[src/logic/wdg_defines.vh]
// Constants for the watchdog and option latch block
`ifndef WDG_DEFINES_VH
`define WDG_DEFINES_VH
// ----------------------------------------
// Register indices; byte address is index * 4
// ----------------------------------------
`define WDG_OPT_IDX 16'h001F
`define WDG_SVC_IDX 16'hFFFF
`define WDG_STS_IDX 16'h0020
// ----------------------------------------
// Option latch fields and reset value
// ----------------------------------------
`define WDG_OPT_SLOWX 7
`define WDG_OPT_LVSTOP 6
`define WDG_OPT_LVRST 5
`define WDG_OPT_LVPWR 4
`define WDG_OPT_RATE 3
`define WDG_OPT_SHORT_STOP_RECOVERY 2
`define WDG_OPT_STOPEN 1
`define WDG_OPT_WDIS 0
`define WDG_OPT_RST 8'h30
// ----------------------------------------
// Status register fields
// ----------------------------------------
`define WDG_STS_CAUSE 0
`define WDG_STS_WRITTEN 1
`define WDG_STS_RUN 2
// ----------------------------------------
// Timing in reference clock cycles
// ----------------------------------------
`define WDG_TMO_LONG 18'h3FFF0
`define WDG_TMO_SHORT 18'h01FF0
`define WDG_STRETCH 13'h0020
`define WDG_REC_SHORT 13'h0020
`define WDG_REC_LONG 13'h1000
`define WDG_POR_DLY 13'h1000
`define WDG_DLY_W 13
`endif

[src/logic/wdg_sync.v]
// Two-flop synchroniser for asynchronous pins
module wdg_sync #(
	parameter W = 1
) (
	// Clock and reset
	input wire hclk,
	input wire hresetn,
	// Data
	input wire [W-1:0] d,
	output reg [W-1:0] q
);
	reg [W-1:0] meta_r;

	always @(posedge hclk or negedge hresetn) begin
		if (!hresetn) begin
			meta_r <= {W{1'b0}};
			q <= {W{1'b0}};
		end else begin
			meta_r <= d;
			q <= meta_r;
		end
	end
endmodule

[src/logic/wdg_dcnt.v]
// Loadable down-counter giving a busy level and a done pulse
module wdg_dcnt #(
	parameter W = 13
) (
	// Clock and reset
	input wire hclk,
	input wire hresetn,
	// Control
	input wire load,
	input wire [W-1:0] val,
	// Status
	output reg busy,
	output reg done
);
	reg [W-1:0] cnt_r;

	// Done rises val edges after the load edge
	always @(posedge hclk or negedge hresetn) begin
		if (!hresetn) begin
			cnt_r <= {W{1'b0}};
			busy <= 1'b0;
			done <= 1'b0;
		end else begin
			done <= 1'b0;
			if (load) begin
				cnt_r <= val;
				busy <= 1'b1;
			end else if (cnt_r != {W{1'b0}}) begin
				cnt_r <= cnt_r - {{(W-1){1'b0}}, 1'b1};
				if (cnt_r == {{(W-1){1'b0}}, 1'b1}) begin
					done <= 1'b1;
					busy <= 1'b0;
				end
			end
		end
	end
endmodule

[src/logic/wdg_top.v]
// Watchdog with write-once option latch on an AHB-Lite slave
//
// Decided for this implementation: register access over AHB-Lite.
`include "wdg_defines.vh"
module wdg_top #(
	parameter [7:0] RST_VEC_LO = 8'h00,
	parameter PRE_W = 12,
	parameter CNT_W = 6
) (
	// Clock and reset
	input wire hclk,
	input wire hresetn,
	// AHB-Lite slave
	input wire hsel,
	input wire [31:0] haddr,
	input wire [1:0] htrans,
	input wire hwrite,
	input wire [2:0] hsize,
	input wire [31:0] hwdata,
	input wire hready,
	output reg hreadyout,
	output reg hresp,
	output reg [31:0] hrdata,
	// Core events, same clock
	input wire sys_rst_in,
	input wire stop_req,
	input wire stop_mode,
	input wire wait_mode,
	input wire stop_wake,
	input wire wake_by_reset,
	input wire vec_fetch,
	// Pins from outside the clock domain
	input wire monitor_mode,
	input wire break_state,
	input wire irq_test_voltage,
	input wire rst_test_voltage,
	input wire lowvolt_reset_req,
	// Reset pin, open drain
	output reg rst_pin_o,
	output reg rst_pin_oe_n,
	// System reset and stop control
	output reg sys_reset,
	output reg stop_ack,
	output reg illegal_op,
	output reg stop_release,
	// Option outputs
	output reg lowvolt_power_en,
	output reg lowvolt_in_stop_act,
	output reg slow_crystal_sel
);
	localparam TW = PRE_W + CNT_W;
	localparam [17:0] OPT_A = {`WDG_OPT_IDX, 2'b00};
	localparam [17:0] SVC_A = {`WDG_SVC_IDX, 2'b00};
	localparam [17:0] STS_A = {`WDG_STS_IDX, 2'b00};

	// ----------------------------------------
	// Pin synchronisers
	// ----------------------------------------
	// Every pin is treated as asynchronous to the reference clock
	wire [4:0] pins_s;

	wdg_sync #(.W(5)) u_sync (
		.hclk(hclk),
		.hresetn(hresetn),
		.d({monitor_mode, break_state, irq_test_voltage, rst_test_voltage, lowvolt_reset_req}),
		.q(pins_s)
	);

	wire mon_s = pins_s[4];
	wire brk_s = pins_s[3];
	wire irq_tv_s = pins_s[2];
	wire rst_tv_s = pins_s[1];
	wire lv_req_s = pins_s[0];

	// ----------------------------------------
	// Bus address phase capture
	// ----------------------------------------
	reg dp_wr_r;
	reg [17:0] dp_addr_r;
	wire ap_take = hsel & htrans[1] & hready;

	always @(posedge hclk or negedge hresetn) begin
		if (!hresetn) begin
			dp_wr_r <= 1'b0;
			dp_addr_r <= 18'h00000;
			hreadyout <= 1'b0;
			hresp <= 1'b0;
		end else begin
			// Zero wait state; response is always OKAY
			hreadyout <= 1'b1;
			hresp <= 1'b0;
			dp_wr_r <= ap_take & hwrite;
			if (ap_take) begin
				dp_addr_r <= haddr[17:0];
			end
		end
	end

	wire wr_opt = dp_wr_r & (dp_addr_r == OPT_A);
	wire wr_svc = dp_wr_r & (dp_addr_r == SVC_A);
	wire wr_sts = dp_wr_r & (dp_addr_r == STS_A);

	// ----------------------------------------
	// Option latch
	// ----------------------------------------
	reg [7:0] opt_r;
	reg opt_done_r;

	// An internal reset reopens the latch as well as restoring the defaults
	always @(posedge hclk or negedge hresetn) begin
		if (!hresetn) begin
			opt_r <= `WDG_OPT_RST;
			opt_done_r <= 1'b0;
		end else if (sys_rst_in) begin
			opt_r <= `WDG_OPT_RST;
			opt_done_r <= 1'b0;
		end else if (wr_opt && !opt_done_r) begin
			opt_r <= hwdata[7:0];
			opt_done_r <= 1'b1;
		end
	end

	wire rate_sel = opt_r[`WDG_OPT_RATE];
	wire stop_en = opt_r[`WDG_OPT_STOPEN];
	wire wd_dis = opt_r[`WDG_OPT_WDIS];

	// ----------------------------------------
	// Watchdog enable and clears
	// ----------------------------------------
	// Wait mode deliberately has no term here: the count goes on
	wire mon_dis = (mon_s & (irq_tv_s | rst_tv_s)) | (brk_s & rst_tv_s);
	wire wd_on = ~wd_dis & ~mon_dis;
	wire wd_run = wd_on & ~stop_mode;
	wire stop_go = stop_req & stop_en;

	reg ovf_r;
	wire por_done;
	wire int_clr = sys_rst_in | ovf_r;
	wire pre_clr = stop_go | por_done | vec_fetch;

	// ----------------------------------------
	// Prescaler and counter
	// ----------------------------------------
	// One register holds both stages: the top CNT_W bits are the counter,
	// so the prescaler carry needs no logic of its own
	reg [TW-1:0] cnt_r;
	wire [TW-1:0] tmo = rate_sel ? `WDG_TMO_SHORT : `WDG_TMO_LONG;

	always @(posedge hclk or negedge hresetn) begin
		if (!hresetn) begin
			cnt_r <= {TW{1'b0}};
		end else if (int_clr) begin
			cnt_r <= {TW{1'b0}};
		end else begin
			if (wr_svc) begin
				// Stages 1 to 4 keep their count across a service write; they hold for that cycle
				cnt_r <= {{(TW-4){1'b0}}, cnt_r[3:0]};
			end else if (pre_clr) begin
				cnt_r <= {cnt_r[TW-1:PRE_W], {PRE_W{1'b0}}};
			end else if (wd_run) begin
				cnt_r <= cnt_r + {{(TW-1){1'b0}}, 1'b1};
			end
		end
	end

	// ----------------------------------------
	// Overflow and system reset
	// ----------------------------------------
	// Comparing for equality instead of waiting for a carry lets one
	// counter serve both timeouts; a service write in the same cycle wins
	wire ovf_hit = wd_run & ~wr_svc & (cnt_r == tmo);

	always @(posedge hclk or negedge hresetn) begin
		if (!hresetn) begin
			ovf_r <= 1'b0;
			sys_reset <= 1'b0;
		end else begin
			ovf_r <= ovf_hit & ~int_clr;
			// Only a reset leaves the block; no interrupt path exists
			sys_reset <= ovf_hit & ~int_clr | (lv_req_s & opt_r[`WDG_OPT_LVRST]);
		end
	end

	// ----------------------------------------
	// Reset pin stretch
	// ----------------------------------------
	// The pin is only ever pulled low; the enable alone carries the pulse
	wire str_busy;

	wdg_dcnt #(.W(`WDG_DLY_W)) u_stretch (
		.hclk(hclk),
		.hresetn(hresetn),
		.load(ovf_r),
		.val(`WDG_STRETCH),
		.busy(str_busy),
		.done()
	);

	always @(posedge hclk or negedge hresetn) begin
		if (!hresetn) begin
			rst_pin_o <= 1'b0;
			rst_pin_oe_n <= 1'b1;
		end else begin
			rst_pin_o <= 1'b0;
			rst_pin_oe_n <= ~str_busy;
		end
	end

	// ----------------------------------------
	// Power-up prescaler clear
	// ----------------------------------------
	// Loads the delay once, at the first edge after release, and never again
	reg por_go_r;

	always @(posedge hclk or negedge hresetn) begin
		if (!hresetn) begin
			por_go_r <= 1'b0;
		end else begin
			por_go_r <= 1'b1;
		end
	end

	wdg_dcnt #(.W(`WDG_DLY_W)) u_por (
		.hclk(hclk),
		.hresetn(hresetn),
		.load(~por_go_r),
		.val(`WDG_POR_DLY),
		.busy(),
		.done(por_done)
	);

	// ----------------------------------------
	// Stop instruction and stop recovery
	// ----------------------------------------
	wire [`WDG_DLY_W-1:0] rec_val;
	wire rec_done;

	// Exit through reset ignores the short option
	assign rec_val = (opt_r[`WDG_OPT_SHORT_STOP_RECOVERY] & ~wake_by_reset) ? `WDG_REC_SHORT : `WDG_REC_LONG;

	wdg_dcnt #(.W(`WDG_DLY_W)) u_rec (
		.hclk(hclk),
		.hresetn(hresetn),
		.load(stop_wake),
		.val(rec_val),
		.busy(),
		.done(rec_done)
	);

	always @(posedge hclk or negedge hresetn) begin
		if (!hresetn) begin
			stop_ack <= 1'b0;
			illegal_op <= 1'b0;
			stop_release <= 1'b0;
		end else begin
			stop_ack <= stop_go;
			illegal_op <= stop_req & ~stop_en;
			stop_release <= rec_done;
		end
	end

	// ----------------------------------------
	// Low-voltage detector and clock options
	// ----------------------------------------
	always @(posedge hclk or negedge hresetn) begin
		if (!hresetn) begin
			lowvolt_power_en <= 1'b0;
			lowvolt_in_stop_act <= 1'b0;
			slow_crystal_sel <= 1'b0;
		end else begin
			lowvolt_power_en <= opt_r[`WDG_OPT_LVPWR];
			lowvolt_in_stop_act <= opt_r[`WDG_OPT_LVPWR] & opt_r[`WDG_OPT_LVSTOP];
			slow_crystal_sel <= opt_r[`WDG_OPT_SLOWX];
		end
	end

	// ----------------------------------------
	// Reset cause flag
	// ----------------------------------------
	// Survives internal resets so software can see why it restarted
	reg cause_r;

	always @(posedge hclk or negedge hresetn) begin
		if (!hresetn) begin
			cause_r <= 1'b0;
		end else if (ovf_r) begin
			cause_r <= 1'b1;
		end else if (wr_sts && hwdata[`WDG_STS_CAUSE]) begin
			cause_r <= 1'b0;
		end
	end

	// ----------------------------------------
	// Read data
	// ----------------------------------------
	// Reads have no side effects, so data is prepared in the address phase
	// Unmapped offsets read as zero
	reg [31:0] rd_nxt;

	always @* begin
		rd_nxt = 32'h00000000;
		if (haddr[17:0] == OPT_A) begin
			rd_nxt[7:0] = opt_r;
		end else if (haddr[17:0] == SVC_A) begin
			rd_nxt[7:0] = RST_VEC_LO;
		end else if (haddr[17:0] == STS_A) begin
			rd_nxt[`WDG_STS_CAUSE] = cause_r | ovf_r;
			rd_nxt[`WDG_STS_WRITTEN] = opt_done_r;
			rd_nxt[`WDG_STS_RUN] = wd_run;
		end
	end

	always @(posedge hclk or negedge hresetn) begin
		if (!hresetn) begin
			hrdata <= 32'h00000000;
		end else if (ap_take && !hwrite) begin
			hrdata <= rd_nxt;
		end
	end
endmodule

[config.mk]
export PLATFORM = sky130hd
export DESIGN_NAME = wdg_top
export DESIGN_NICKNAME = d
export VERILOG_FILES = /design/src/logic/wdg_sync.v /design/src/logic/wdg_dcnt.v /design/src/logic/wdg_top.v
export VERILOG_INCLUDE_DIRS = /design/src /design/src/logic
export SDC_FILE = /design/constraint.sdc
export NUM_CORES = 1
export LEC_CHECK = 0
export BUFFER_PORTS_ARGS = -buffer_cell sky130_fd_sc_hd__buf_2
export CAP_MARGIN = 20
export CORE_MARGIN = 4
export CORE_UTILIZATION = 45
export DETAILED_ROUTE_END_ITERATION = 6
export PLACE_DENSITY = 0.68
export SETUP_SLACK_MARGIN = 0.2
export SLEW_MARGIN = 0
export SYNTH_ARGS = -nofsm -noshare
export SYNTH_HDL_FRONTEND = slang
export SYNTH_SLANG_ARGS = --single-unit
[constraint.sdc]
create_clock -name hclk -period 3 [get_ports hclk]
set_input_delay 0.45 -clock hclk [delete_from_list [all_inputs] [get_ports hclk]]
set_output_delay 0.45 -clock hclk [all_outputs]
set_load 0.05 [all_outputs]
==> results.tsv, run 1 <==
metric	value	unit
outcome	completed	
die width	122	um
commonest non-fill, non-tap cell in the layout	dfrtp_1	
maximum clock frequency	0.434	GHz
unrepaired setup endpoints after global routing	false	
Tightest Pin Transition	955	ps
Pre-Repair DR Iteration Count	4	
Post-CTS Setup Bufs	0	
Pwr per Cell Area	731	mW/mm^2
multiplexer share of the synthesized area	0.0473	
area delta synth->final	17.8	%
vias per cell	5.60	
Post-route DRC	0	
drt initial violations	251	
clock slew at reported path FFs	50	ps
Final period util	0.768	
Vias	4471	
type of the worst setup path	reg2reg	
Crit-path slowest cell	or4_1	
first-pass GRT wire length	21300	um
total chip power	5.03	mW
diodes inserted	0	
adder-cell area share of the yosys netlist	0.0235	
vias in the first global route	4497	
Std-Cell Rows	41	
gr ovfl total	0	
die height	122	um
post_cts resized	0	
Hold Path Class	in2async	
number of flops mapped to enable cells by yosys	0	
largest net degree at the start of global routing	55	
main combinational cell family by area after synthesis	simple AND/OR/NAND/NOR gates	
clk root buf	clkbuf_16	
part of the power in registers	0.393	
commonest cells after routing, fill and taps aside	114 x dfrtp_1, 58 x buf_2, 34 x nor2_1	
worst reg-to-reg path cell count	4	
Clock Path Buffers	2	
power share of the clock group	0.431	
core area	0.0127	mm^2
Worst Setup EP	cnt_r[14]	
R2R Setup Slk	690	ps
initial antenna violation count	0	
Critical Path End Type	flop	
clock sink total	117	
Worst VDD drop	0.000550	V
r2r startpoint	opt_r[1]	
Top FF cell, synth	dfrtp_1	
nets	710	
Worst Path Required	3320	ps
Sw Pwr	1.45	mW
H-tree depth	4	
Int Pwr	3.58	mW
Distinct cells, synth	69	
Post-Syn Instances	545	
Initial Utilization	0.461	
input/output buffers	59	
combinational power share	0.176	
Compound-Gate Fraction of Synth Area	0.142	
Post-Synth XOR/XNOR Area	0.0165	
#FFs+latches synth	117	
max cap viols	0	
synth warn	0	
Setup-failing EPs final	0	
Final GP Congestion	0.897	
sw frac	0.287	
antenna-violating nets left	0	
Crit path largest cell delay	610	ps
Critical R2R Capture	cnt_r[14]	
simple-gate area share of the yosys netlist	0.213	
ys async rst share	1.00	
Clock Skew	6.51	ps
Worst EP arrival	2630	ps
share of cells above drive strength 1	0.225	
fin. max-slew vios	0	
hpwl dp	9200	um
cell chain of the critical path	a211oi_2, o211ai_1, or4_1, a21oi_1	
number of buffers created by CTS	17	
CTS tree	yes	
syn_area_per_cell	10.7	um^2
maximum fanout along the worst path	14	
Mapped Area	0.00584	mm^2
Period minus WS final	2310	ps
Wirelength per Cell	16.1	um
DRT Wirelength	12900	um
# hold bufs at CTS	0	
Clock Latency Late Sink	410	ps
I/O pin cnt	129	
critical path launch point type	flop	
sequential area share after synthesis	0.502	
Final Hold Vio Count	0	
Max-slew headroom	0.361	
die area	0.0149	mm^2
Worst Setup SP	opt_r[1]	
Leak	3.05	nW
setup TNS	0	ps
GRT Overall Usage	0.182	
[synth_stat cells (all sizes together), types with 5 or more instances]
cell type | count | share of area
dfrtp | 114 | 0.49
nor2 | 34 | 0.022
a21oi | 29 | 0.025
buf | 29 | 0.038
nand2 | 23 | 0.015
mux2 | 21 | 0.040
or4 | 21 | 0.029
nand3 | 19 | 0.016
nor4 | 19 | 0.024
o31ai | 19 | 0.025
o21ai | 17 | 0.015
nor3 | 15 | 0.014
inv | 14 | 0.0090
clkbuf | 12 | 0.0077
ha | 11 | 0.024
nand4 | 9 | 0.0096
o211ai | 9 | 0.012
or3 | 9 | 0.0096
a22o | 8 | 0.012
and3 | 8 | 0.0086
nand2b | 7 | 0.0075
nor2b | 7 | 0.0075
xor2 | 7 | 0.010
and2 | 6 | 0.0064
a21boi | 5 | 0.0064
nand3b | 5 | 0.0064
[state kept, by name, indices dropped and copies added (netlist names), 5 cells and up]
name and cells:
dp_addr_r 18, u_rec.cnt_r 13, cnt_r 18, u_stretch.cnt_r 13, u_sync.meta_r 5, hrdata 8, u_por.cnt_r 13, u_sync.q 5
opt_r 8
[per-stage QoR]
stage / instance area [um^2] / hold slack [ps] / util / cells / setup slack, ps
floorplan: 5940 / 154 / - / 570 / 955
global placement: 6240 / 334 / 0.493 / 766 / 703
detailed placement: 6240 / 335 / 0.493 / 766 / 653
CTS: 6880 / 110 / 0.543 / 798 / 714
global route: 6880 / 131 / 0.543 / 798 / 536
finish: 6880 / 91.3 / 0.543 / 798 / 695
[layout make-up]
class                      instances  area (um^2)
inverter                          14         52.6
clock inverter                    12          176
sequential                       117         2930
fill                            1111         5790
clock buffer                      20          467
timing repair buffer              65          355
tap                              172          215
multi-input combinational        398         2690
[critical path, delay by kind of cell, from the launching register on]
kind	cells	cell delay (ps)
DFF	1	450
AOI/OAI and AO/OA	3	1170
and+or+nand+nor	1	610
[worst min path at each step]
stage	from	endpoint	slack, ps	depth (start not counted)
2_1_floorplan	hresetn	cause_r	150	0
3_3_place_gp	u_sync.meta_r[0]	u_sync.q[0]	330	0
3_5_place_dp	u_sync.meta_r[1]	u_sync.q[1]	330	0
4_1_cts	hresetn	dp_addr_r[8]	110	1
5_1_grt	rst_test_voltage	u_sync.meta_r[1]	130	1
6_report	hresetn	u_stretch.busy	90	1
[power by group through the flow]
stage          Clock, mW  Sequential, mW  Combinational (mW)
6_report            2.17            1.98               0.884
5_1_grt             2.28            2.01               0.982
4_1_cts             2.20            1.97               0.890
3_5_place_dp           0            2.00               0.883
3_3_place_gp           0            1.98               0.848
2_1_floorplan          0            1.94               0.727
[per-layer routing]
metal | part of all wire | track usage | vias up | wire (um)
li1 | - | - | 2135 | -
met1 | 0.43 | 0.225 | 2246 | 5540
met2 | 0.52 | 0.302 | 79 | 6670
met3 | 0.043 | 0.0520 | 11 | 552
met4 | 0.010 | 0.0707 | 0 | 129
met5 | 0 | 0 | - | 0
[cells by family (layout without fill, tap and decap cells)]
group | count (synthesis) | in the layout
flip-flops | 117 | 117
AO/OA/AOI/OAI | 116 | 116
multiplexers | 25 | 25
adder cells (fa/ha/maj) | 11 | 11
other | 2 | 27
XOR/XNOR | 11 | 11
buffers and inverters | 55 | 111
AND/OR/NAND/NOR | 208 | 208
(Power assumes the default switching activity.)
==> run 2, diff against run 1 <==
- ABC_AREA: unset -> 1
- clock period: 3 -> 2.2 ns (I/O delays scaled with it)
==> run 2 against run 1 <==
Worst hold slack got worse by 68 ps. Die area increased by 4.8%. Synthesized cell count increased by 42%. Global-route usage decreased by 1.0 points. Routed wire length decreased by 1.3%. Sequential share of layout area decreased by 2.1 points. Largest power group unchanged.
==> results.tsv, run 2 <==
metric	value	unit
outcome	completed	
Worst Path Required	2530	ps
Std-Cell Rows	42	
Finished Core Util	0.544	
synth warn	0	
diodes inserted	0	
critical path launch point type	flop	
post_cts resized	0	
max cap viols	0	
Worst EP arrival	1990	ps
vias in the first global route	4761	
Largest regs	cnt_r (18), dp_addr_r (18)	
first-pass GRT wire length	21900	um
Clock Path Buffers	2	
Clock Skew	8.96	ps
I/O pin cnt	129	
antenna-violating nets left	0	
CTS tree	yes	
vias per cell	4.78	
Pwr per Cell Area	963	mW/mm^2
syn_area_per_cell	7.96	um^2
GRT Overall Usage	0.172	
share of cells above drive strength 1	0.162	
most frequent cell after synthesis	nand2_1	
number of flops mapped to enable cells by yosys	0	
Crit-path slowest cell	nor2_1	
Post-Layout Cell Count	1042	
hpwl dp	9490	um
Post-CTS Setup Bufs	0	
nets	950	
Clock Latency Late Sink	410	ps
clock slew at reported path FFs	50	ps
Synth top cells by count	175 x nand2_1, 114 x dfrtp_1, 110 x nor2_1	
Vias	4984	
unrepaired setup endpoints after global routing	false	
DRT Wirelength	12700	um
area delta synth->final	17.7	%
type of the worst setup path	reg2reg	
die area	0.0156	mm^2
drt initial violations	298	
largest net degree at the start of global routing	41	
Top Family by Delay on Critical Path	simple AND/OR/NAND/NOR gates	
Pre-Repair DR Iteration Count	5	
maximum clock frequency	0.601	GHz
Distinct cells, synth	39	
# hold bufs at CTS	2	
Final Hold Vio Count	0	
Setup-failing EPs final	0	
input/output buffers	59	
gr ovfl total	0	
maximum fanout along the worst path	6	
placed cell count	1008	
clk root buf	clkbuf_16	
Leak	3.72	nW
Final GP Congestion	0.832	
number of buffers created by CTS	17	
commonest non-fill, non-tap cell in the layout	nand2_1	
Post-Syn Instances	772	
largest cells by area after synthesis	dfrtp_1 46%, nand2_1 11%, nor2_1 6.7%	
Mapped Area	0.00615	mm^2
Crit path largest cell delay	430	ps
initial antenna violation count	0	
die height	125	um
Wirelength per Cell	12.2	um
cell taking the most area after synthesis	dfrtp_1	
clock sink total	117	
sequential area share after synthesis	0.477	
Top FF cell, synth	dfrtp_1	
cell chain of the critical path	or2_2, nor2_1, nand4_1, nor2_1, nand2_1, o21ai_0	
Period minus WS final	1660	ps
Synth top area share	0.464	
Critical Path End Type	flop	
most frequent cell on the critical path	nor2_1	
core area	0.0133	mm^2
Initial Utilization	0.462	
commonest cells after routing, fill and taps aside	175 x nand2_1, 114 x dfrtp_1, 110 x nor2_1	
ys async rst share	1.00	
Final period util	0.757	
setup TNS	0	ps
die width	125	um
fin. max-slew vios	0	
Hold Path Class	in2reg	
Post-route DRC	0	
#FFs+latches synth	117	
H-tree depth	4	
Critical path buffers and inverters	0	
Worst VDD drop	0.000848	V
run 2: changes by cell type after synthesis, sizes merged, moves of 9 or more:
cell | previous run | this run
nand2 | 23 | 178
nor2 | 34 | 128
inv | 14 | 102
nand3 | 19 | 58
or4 | 21 | 0
mux2 | 21 | 1
o21ai | 17 | 35
nand4 | 9 | 26
o31ai | 19 | 2
nor4 | 19 | 3
a21oi | 29 | 17
or3 | 9 | 0
run 2: layout make-up:
class / count / area (um^2)
clock buffers: 22 / 484
repair buffers: 69 / 403
flip-flops and latches: 117 / 2930
well taps: 176 / 220
fillers: 1260 / 6060
multi-input cells: 545 / 2690
clock inverters: 10 / 119
inverters: 103 / 387
run 2: power by group:
group / leakage (nW) / internal (mW) / switching (mW)
Sequential: 1.53 / 2.43 / 0.236
Combinational: 1.90 / 0.551 / 0.996
Clock: 0.290 / 1.79 / 0.963
run 2: per-stage QoR:
| stage | power, mW | hold WS [ps] | setup slack (ps) | cell area, um^2 |
|---|---|---|---|---|
| 2_1_floorplan | 3.90 | 34.4 | 806 | 6240 |
| 3_3_place_gp | 4.20 | 324 | 582 | 6610 |
| 3_5_place_dp | 4.23 | 327 | 526 | 6610 |
| 4_1_cts | 7.04 | 1.06 | 514 | 7230 |
| 5_1_grt | 7.40 | 1.46 | 361 | 7230 |
| 6_report | 6.97 | 23.6 | 535 | 7230 |
run 2: path summary, 6_finish.rpt:
kind	slack, ps	from	cells past startpoint	end
worst max-delay path	540	dp_addr_r[17]	6	opt_r[2]
worst min-delay path	20	irq_test_voltage	1	u_sync.meta_r[2]
worst max register to register	540	dp_addr_r[17]	6	opt_r[2]
worst min register to register	350	u_rec.done	0	stop_release
max in group asynchronous	1170	hresetn	3	opt_r[4]
min in group asynchronous	420	hresetn	2	u_stretch.cnt_r[0]
run 2: cell families (layout without fill, tap and decap cells):
family                     Yosys count  after routing  share of synthesized area
and+or+nand+nor                    431            431                      0.323
muxes                                1              1                    0.00183
xor gates and xnor gates            17             17                     0.0242
adders and majority gates           11             11                     0.0224
other                                2             27                    0.00122
AOI/OAI and AO/OA                   58             58                     0.0495
buffers and inverters              135            204                      0.101
DFF                                117            117                      0.477
run 2: layer usage:
metal,vias up,share of wire,global-route usage
li1,2578,-,-
met2,56,0.50,0.288
met1,2336,0.46,0.216
met3,14,0.033,0.0416
met5,-,0,0
met4,0,0.013,0.0606
==> run 3, diff against run 2 <==
- ABC_AREA: 1 -> 0
- PLACE_DENSITY: 0.68 -> 0.71
- clock period: 2.2 -> 1.41 ns (I/O delays scaled with it)
==> run 3 against run 2 <==
Design area grew 30%. Largest cell class is now multi-input gates. Count of clock-buffer cells in the layout shrank 2. Combinational power grew to 3.1 times the previous value. Critical endpoint is now u_rec.cnt_r[8]. Critical path depth grew 2. Sequential cell count is the same. Via count grew 12%. Largest power group is now combinational logic. Total power grew 88%. Fmax shrank 20%. Sequential share of layout area shrank 9.4 points. Global-route usage grew 7.3 points. Critical path type unchanged. The run now ends with setup timing left. Worst setup slack lost 1200 ps. Clock skew shrank 3.4 ps.
==> results.tsv, run 3 (synthesized netlist as in run 1, its figures left out) <==
metric	value	unit
fin. max-slew vios	0	
nets	912	
Finished Core Util	0.745	
Setup WS post-layout	-661	ps
number of buffers created by CTS	17	
clk root buf	clkbuf_16	
maximum clock frequency	0.483	GHz
Vias	5584	
Std-Cell Rows	41	
hpwl dp	11600	um
maximum fanout along the worst path	2	
r2r startpoint	u_rec.cnt_r[1]	
DRT Wirelength	18300	um
Post-route DRC	0	
Top Family by Delay on Critical Path	simple AND/OR/NAND/NOR gates	
die height	122	um
Critical path buffers and inverters	3	
most frequent cell on the critical path	buf_6	
Clock Path Buffers	2	
Worst EP arrival	2420	ps
Crit-path slowest cell	dfrtp_1	
Leak	4.25	nW
hold depth	2	
input/output buffers	59	
unrepaired setup endpoints after global routing	true	
Clock Skew	5.55	ps
vias in the first global route	5671	
Largest regs	cnt_r (18), dp_addr_r (18)	
Hold Path Class	in2reg	
drt initial violations	362	
max cap viols	0	
outcome	complete, but fails checks	
antenna-violating nets left	0	
Clock Latency Late Sink	430	ps
area delta synth->final	61.4	%
Final GP Congestion	0.878	
first-pass GRT wire length	28300	um
clock sink total	117	
total chip power	13.1	mW
commonest non-fill, non-tap cell in the layout	buf_4	
share of cells above drive strength 1	0.540	
Setup-failing EPs final	73	
Pre-Repair DR Iteration Count	5	
initial antenna violation count	0	
Worst Path Required	1760	ps
CTS tree	yes	
clock slew at reported path FFs	60	ps
worst reg-to-reg path cell count	8	
hold_sp	haddr[0]	
cell chain of the critical path	inv_2, buf_6, ha_4, or3b_4, or3_4, buf_6, or3_1, a21oi_1	
type of the worst setup path	reg2reg	
H-tree depth	4	
critical path launch point type	flop	
vias per cell	5.58	
I/O pin cnt	129	
Period minus WS final	2070	ps
Wirelength per Cell	18.3	um
Worst Setup SP	u_rec.cnt_r[1]	
Final Hold Vio Count	0	
Worst VDD drop	0.00165	V
Worst path depth	8	
GRT Overall Usage	0.244	
Crit path largest cell delay	400	ps
diodes inserted	0	
Initial Utilization	0.461	
core area	0.0127	mm^2
Critical Path End Type	flop	
Pwr per Cell Area	1390	mW/mm^2
violated checks	setup timing	
die width	122	um
gr ovfl total	0	
die area	0.0149	mm^2
Final period util	1.47	
largest net degree at the start of global routing	35	
commonest cells after routing, fill and taps aside	162 x buf_4, 110 x dfrtp_1, 48 x buf_6	
run 3: cell count changes in the layout (fill, tap and decap cells not counted), sizes merged, moves of 20 or more:
cell	previous run	this run
buf	67	261
inv	105	15
mux2	1	21
nand2	178	23
nand3	58	19
nor2	128	34
or4	0	21
run 3: final timing paths:
path | to | slack (ps)
worst max-delay path | u_rec.cnt_r[8] | -660
worst min-delay path | dp_addr_r[0] | 30
worst max register to register | u_rec.cnt_r[8] | -660
worst min register to register | u_sync.q[0] | 350
max in group asynchronous | opt_r[4] | 610
min in group asynchronous | u_stretch.busy | 240
run 3: area by class of cell:
type                       instances  area, um^2
tap                              172         215
clock inverter                    12         104
clock buffer                      20         467
fill                             809        3240
sequential                       117        2940
inverter                          14        52.6
multi-input combinational        398        3450
timing repair buffer             267        2210
run 3: report_power, final:
part / internal [mW] / switching, mW / total, mW
clock: 2.55 / 1.62 / 4.17
combinational: 2.60 / 2.23 / 4.83
sequential: 3.76 / 0.341 / 4.10
total: 8.91 / 4.19 / 13.1
run 3: per-layer routing:
| layer | GRT usage | up-vias | wire length (um) |
|---|---|---|---|
| li1 | - | 2542 | - |
| met2 | 0.435 | 145 | 10100 |
| met1 | 0.283 | 2853 | 6960 |
| met4 | 0.0980 | 0 | 474 |
| met5 | 0 | - | 0 |
| met3 | 0.0571 | 44 | 796 |
run 3: metrics by stage:
stage / instances / setup TNS [ps] / hold WS, ps / instance area, um^2 / setup slack (ps)
after floorplan: 570 / -13930 / -84.1 / 6320 / -616
after global placement: 923 / -18800 / 148 / 7830 / -568
after detailed placement: 923 / -21660 / 143 / 7830 / -728
after CTS: 988 / -20680 / 25.8 / 9150 / -625
after global routing: 1000 / -26420 / 27.3 / 9430 / -685
final: 1000 / -22360 / 31.6 / 9430 / -661
run 3: repair_timing:
item                                   in CTS  in global routing
pin swaps                                  58                 31
setup endpoints to repair                  90                 89
gates resized for setup                   124                 40
endpoints found under the hold margin      25                  0
hold buffers                                6                  0
buffers inserted                           27                 12
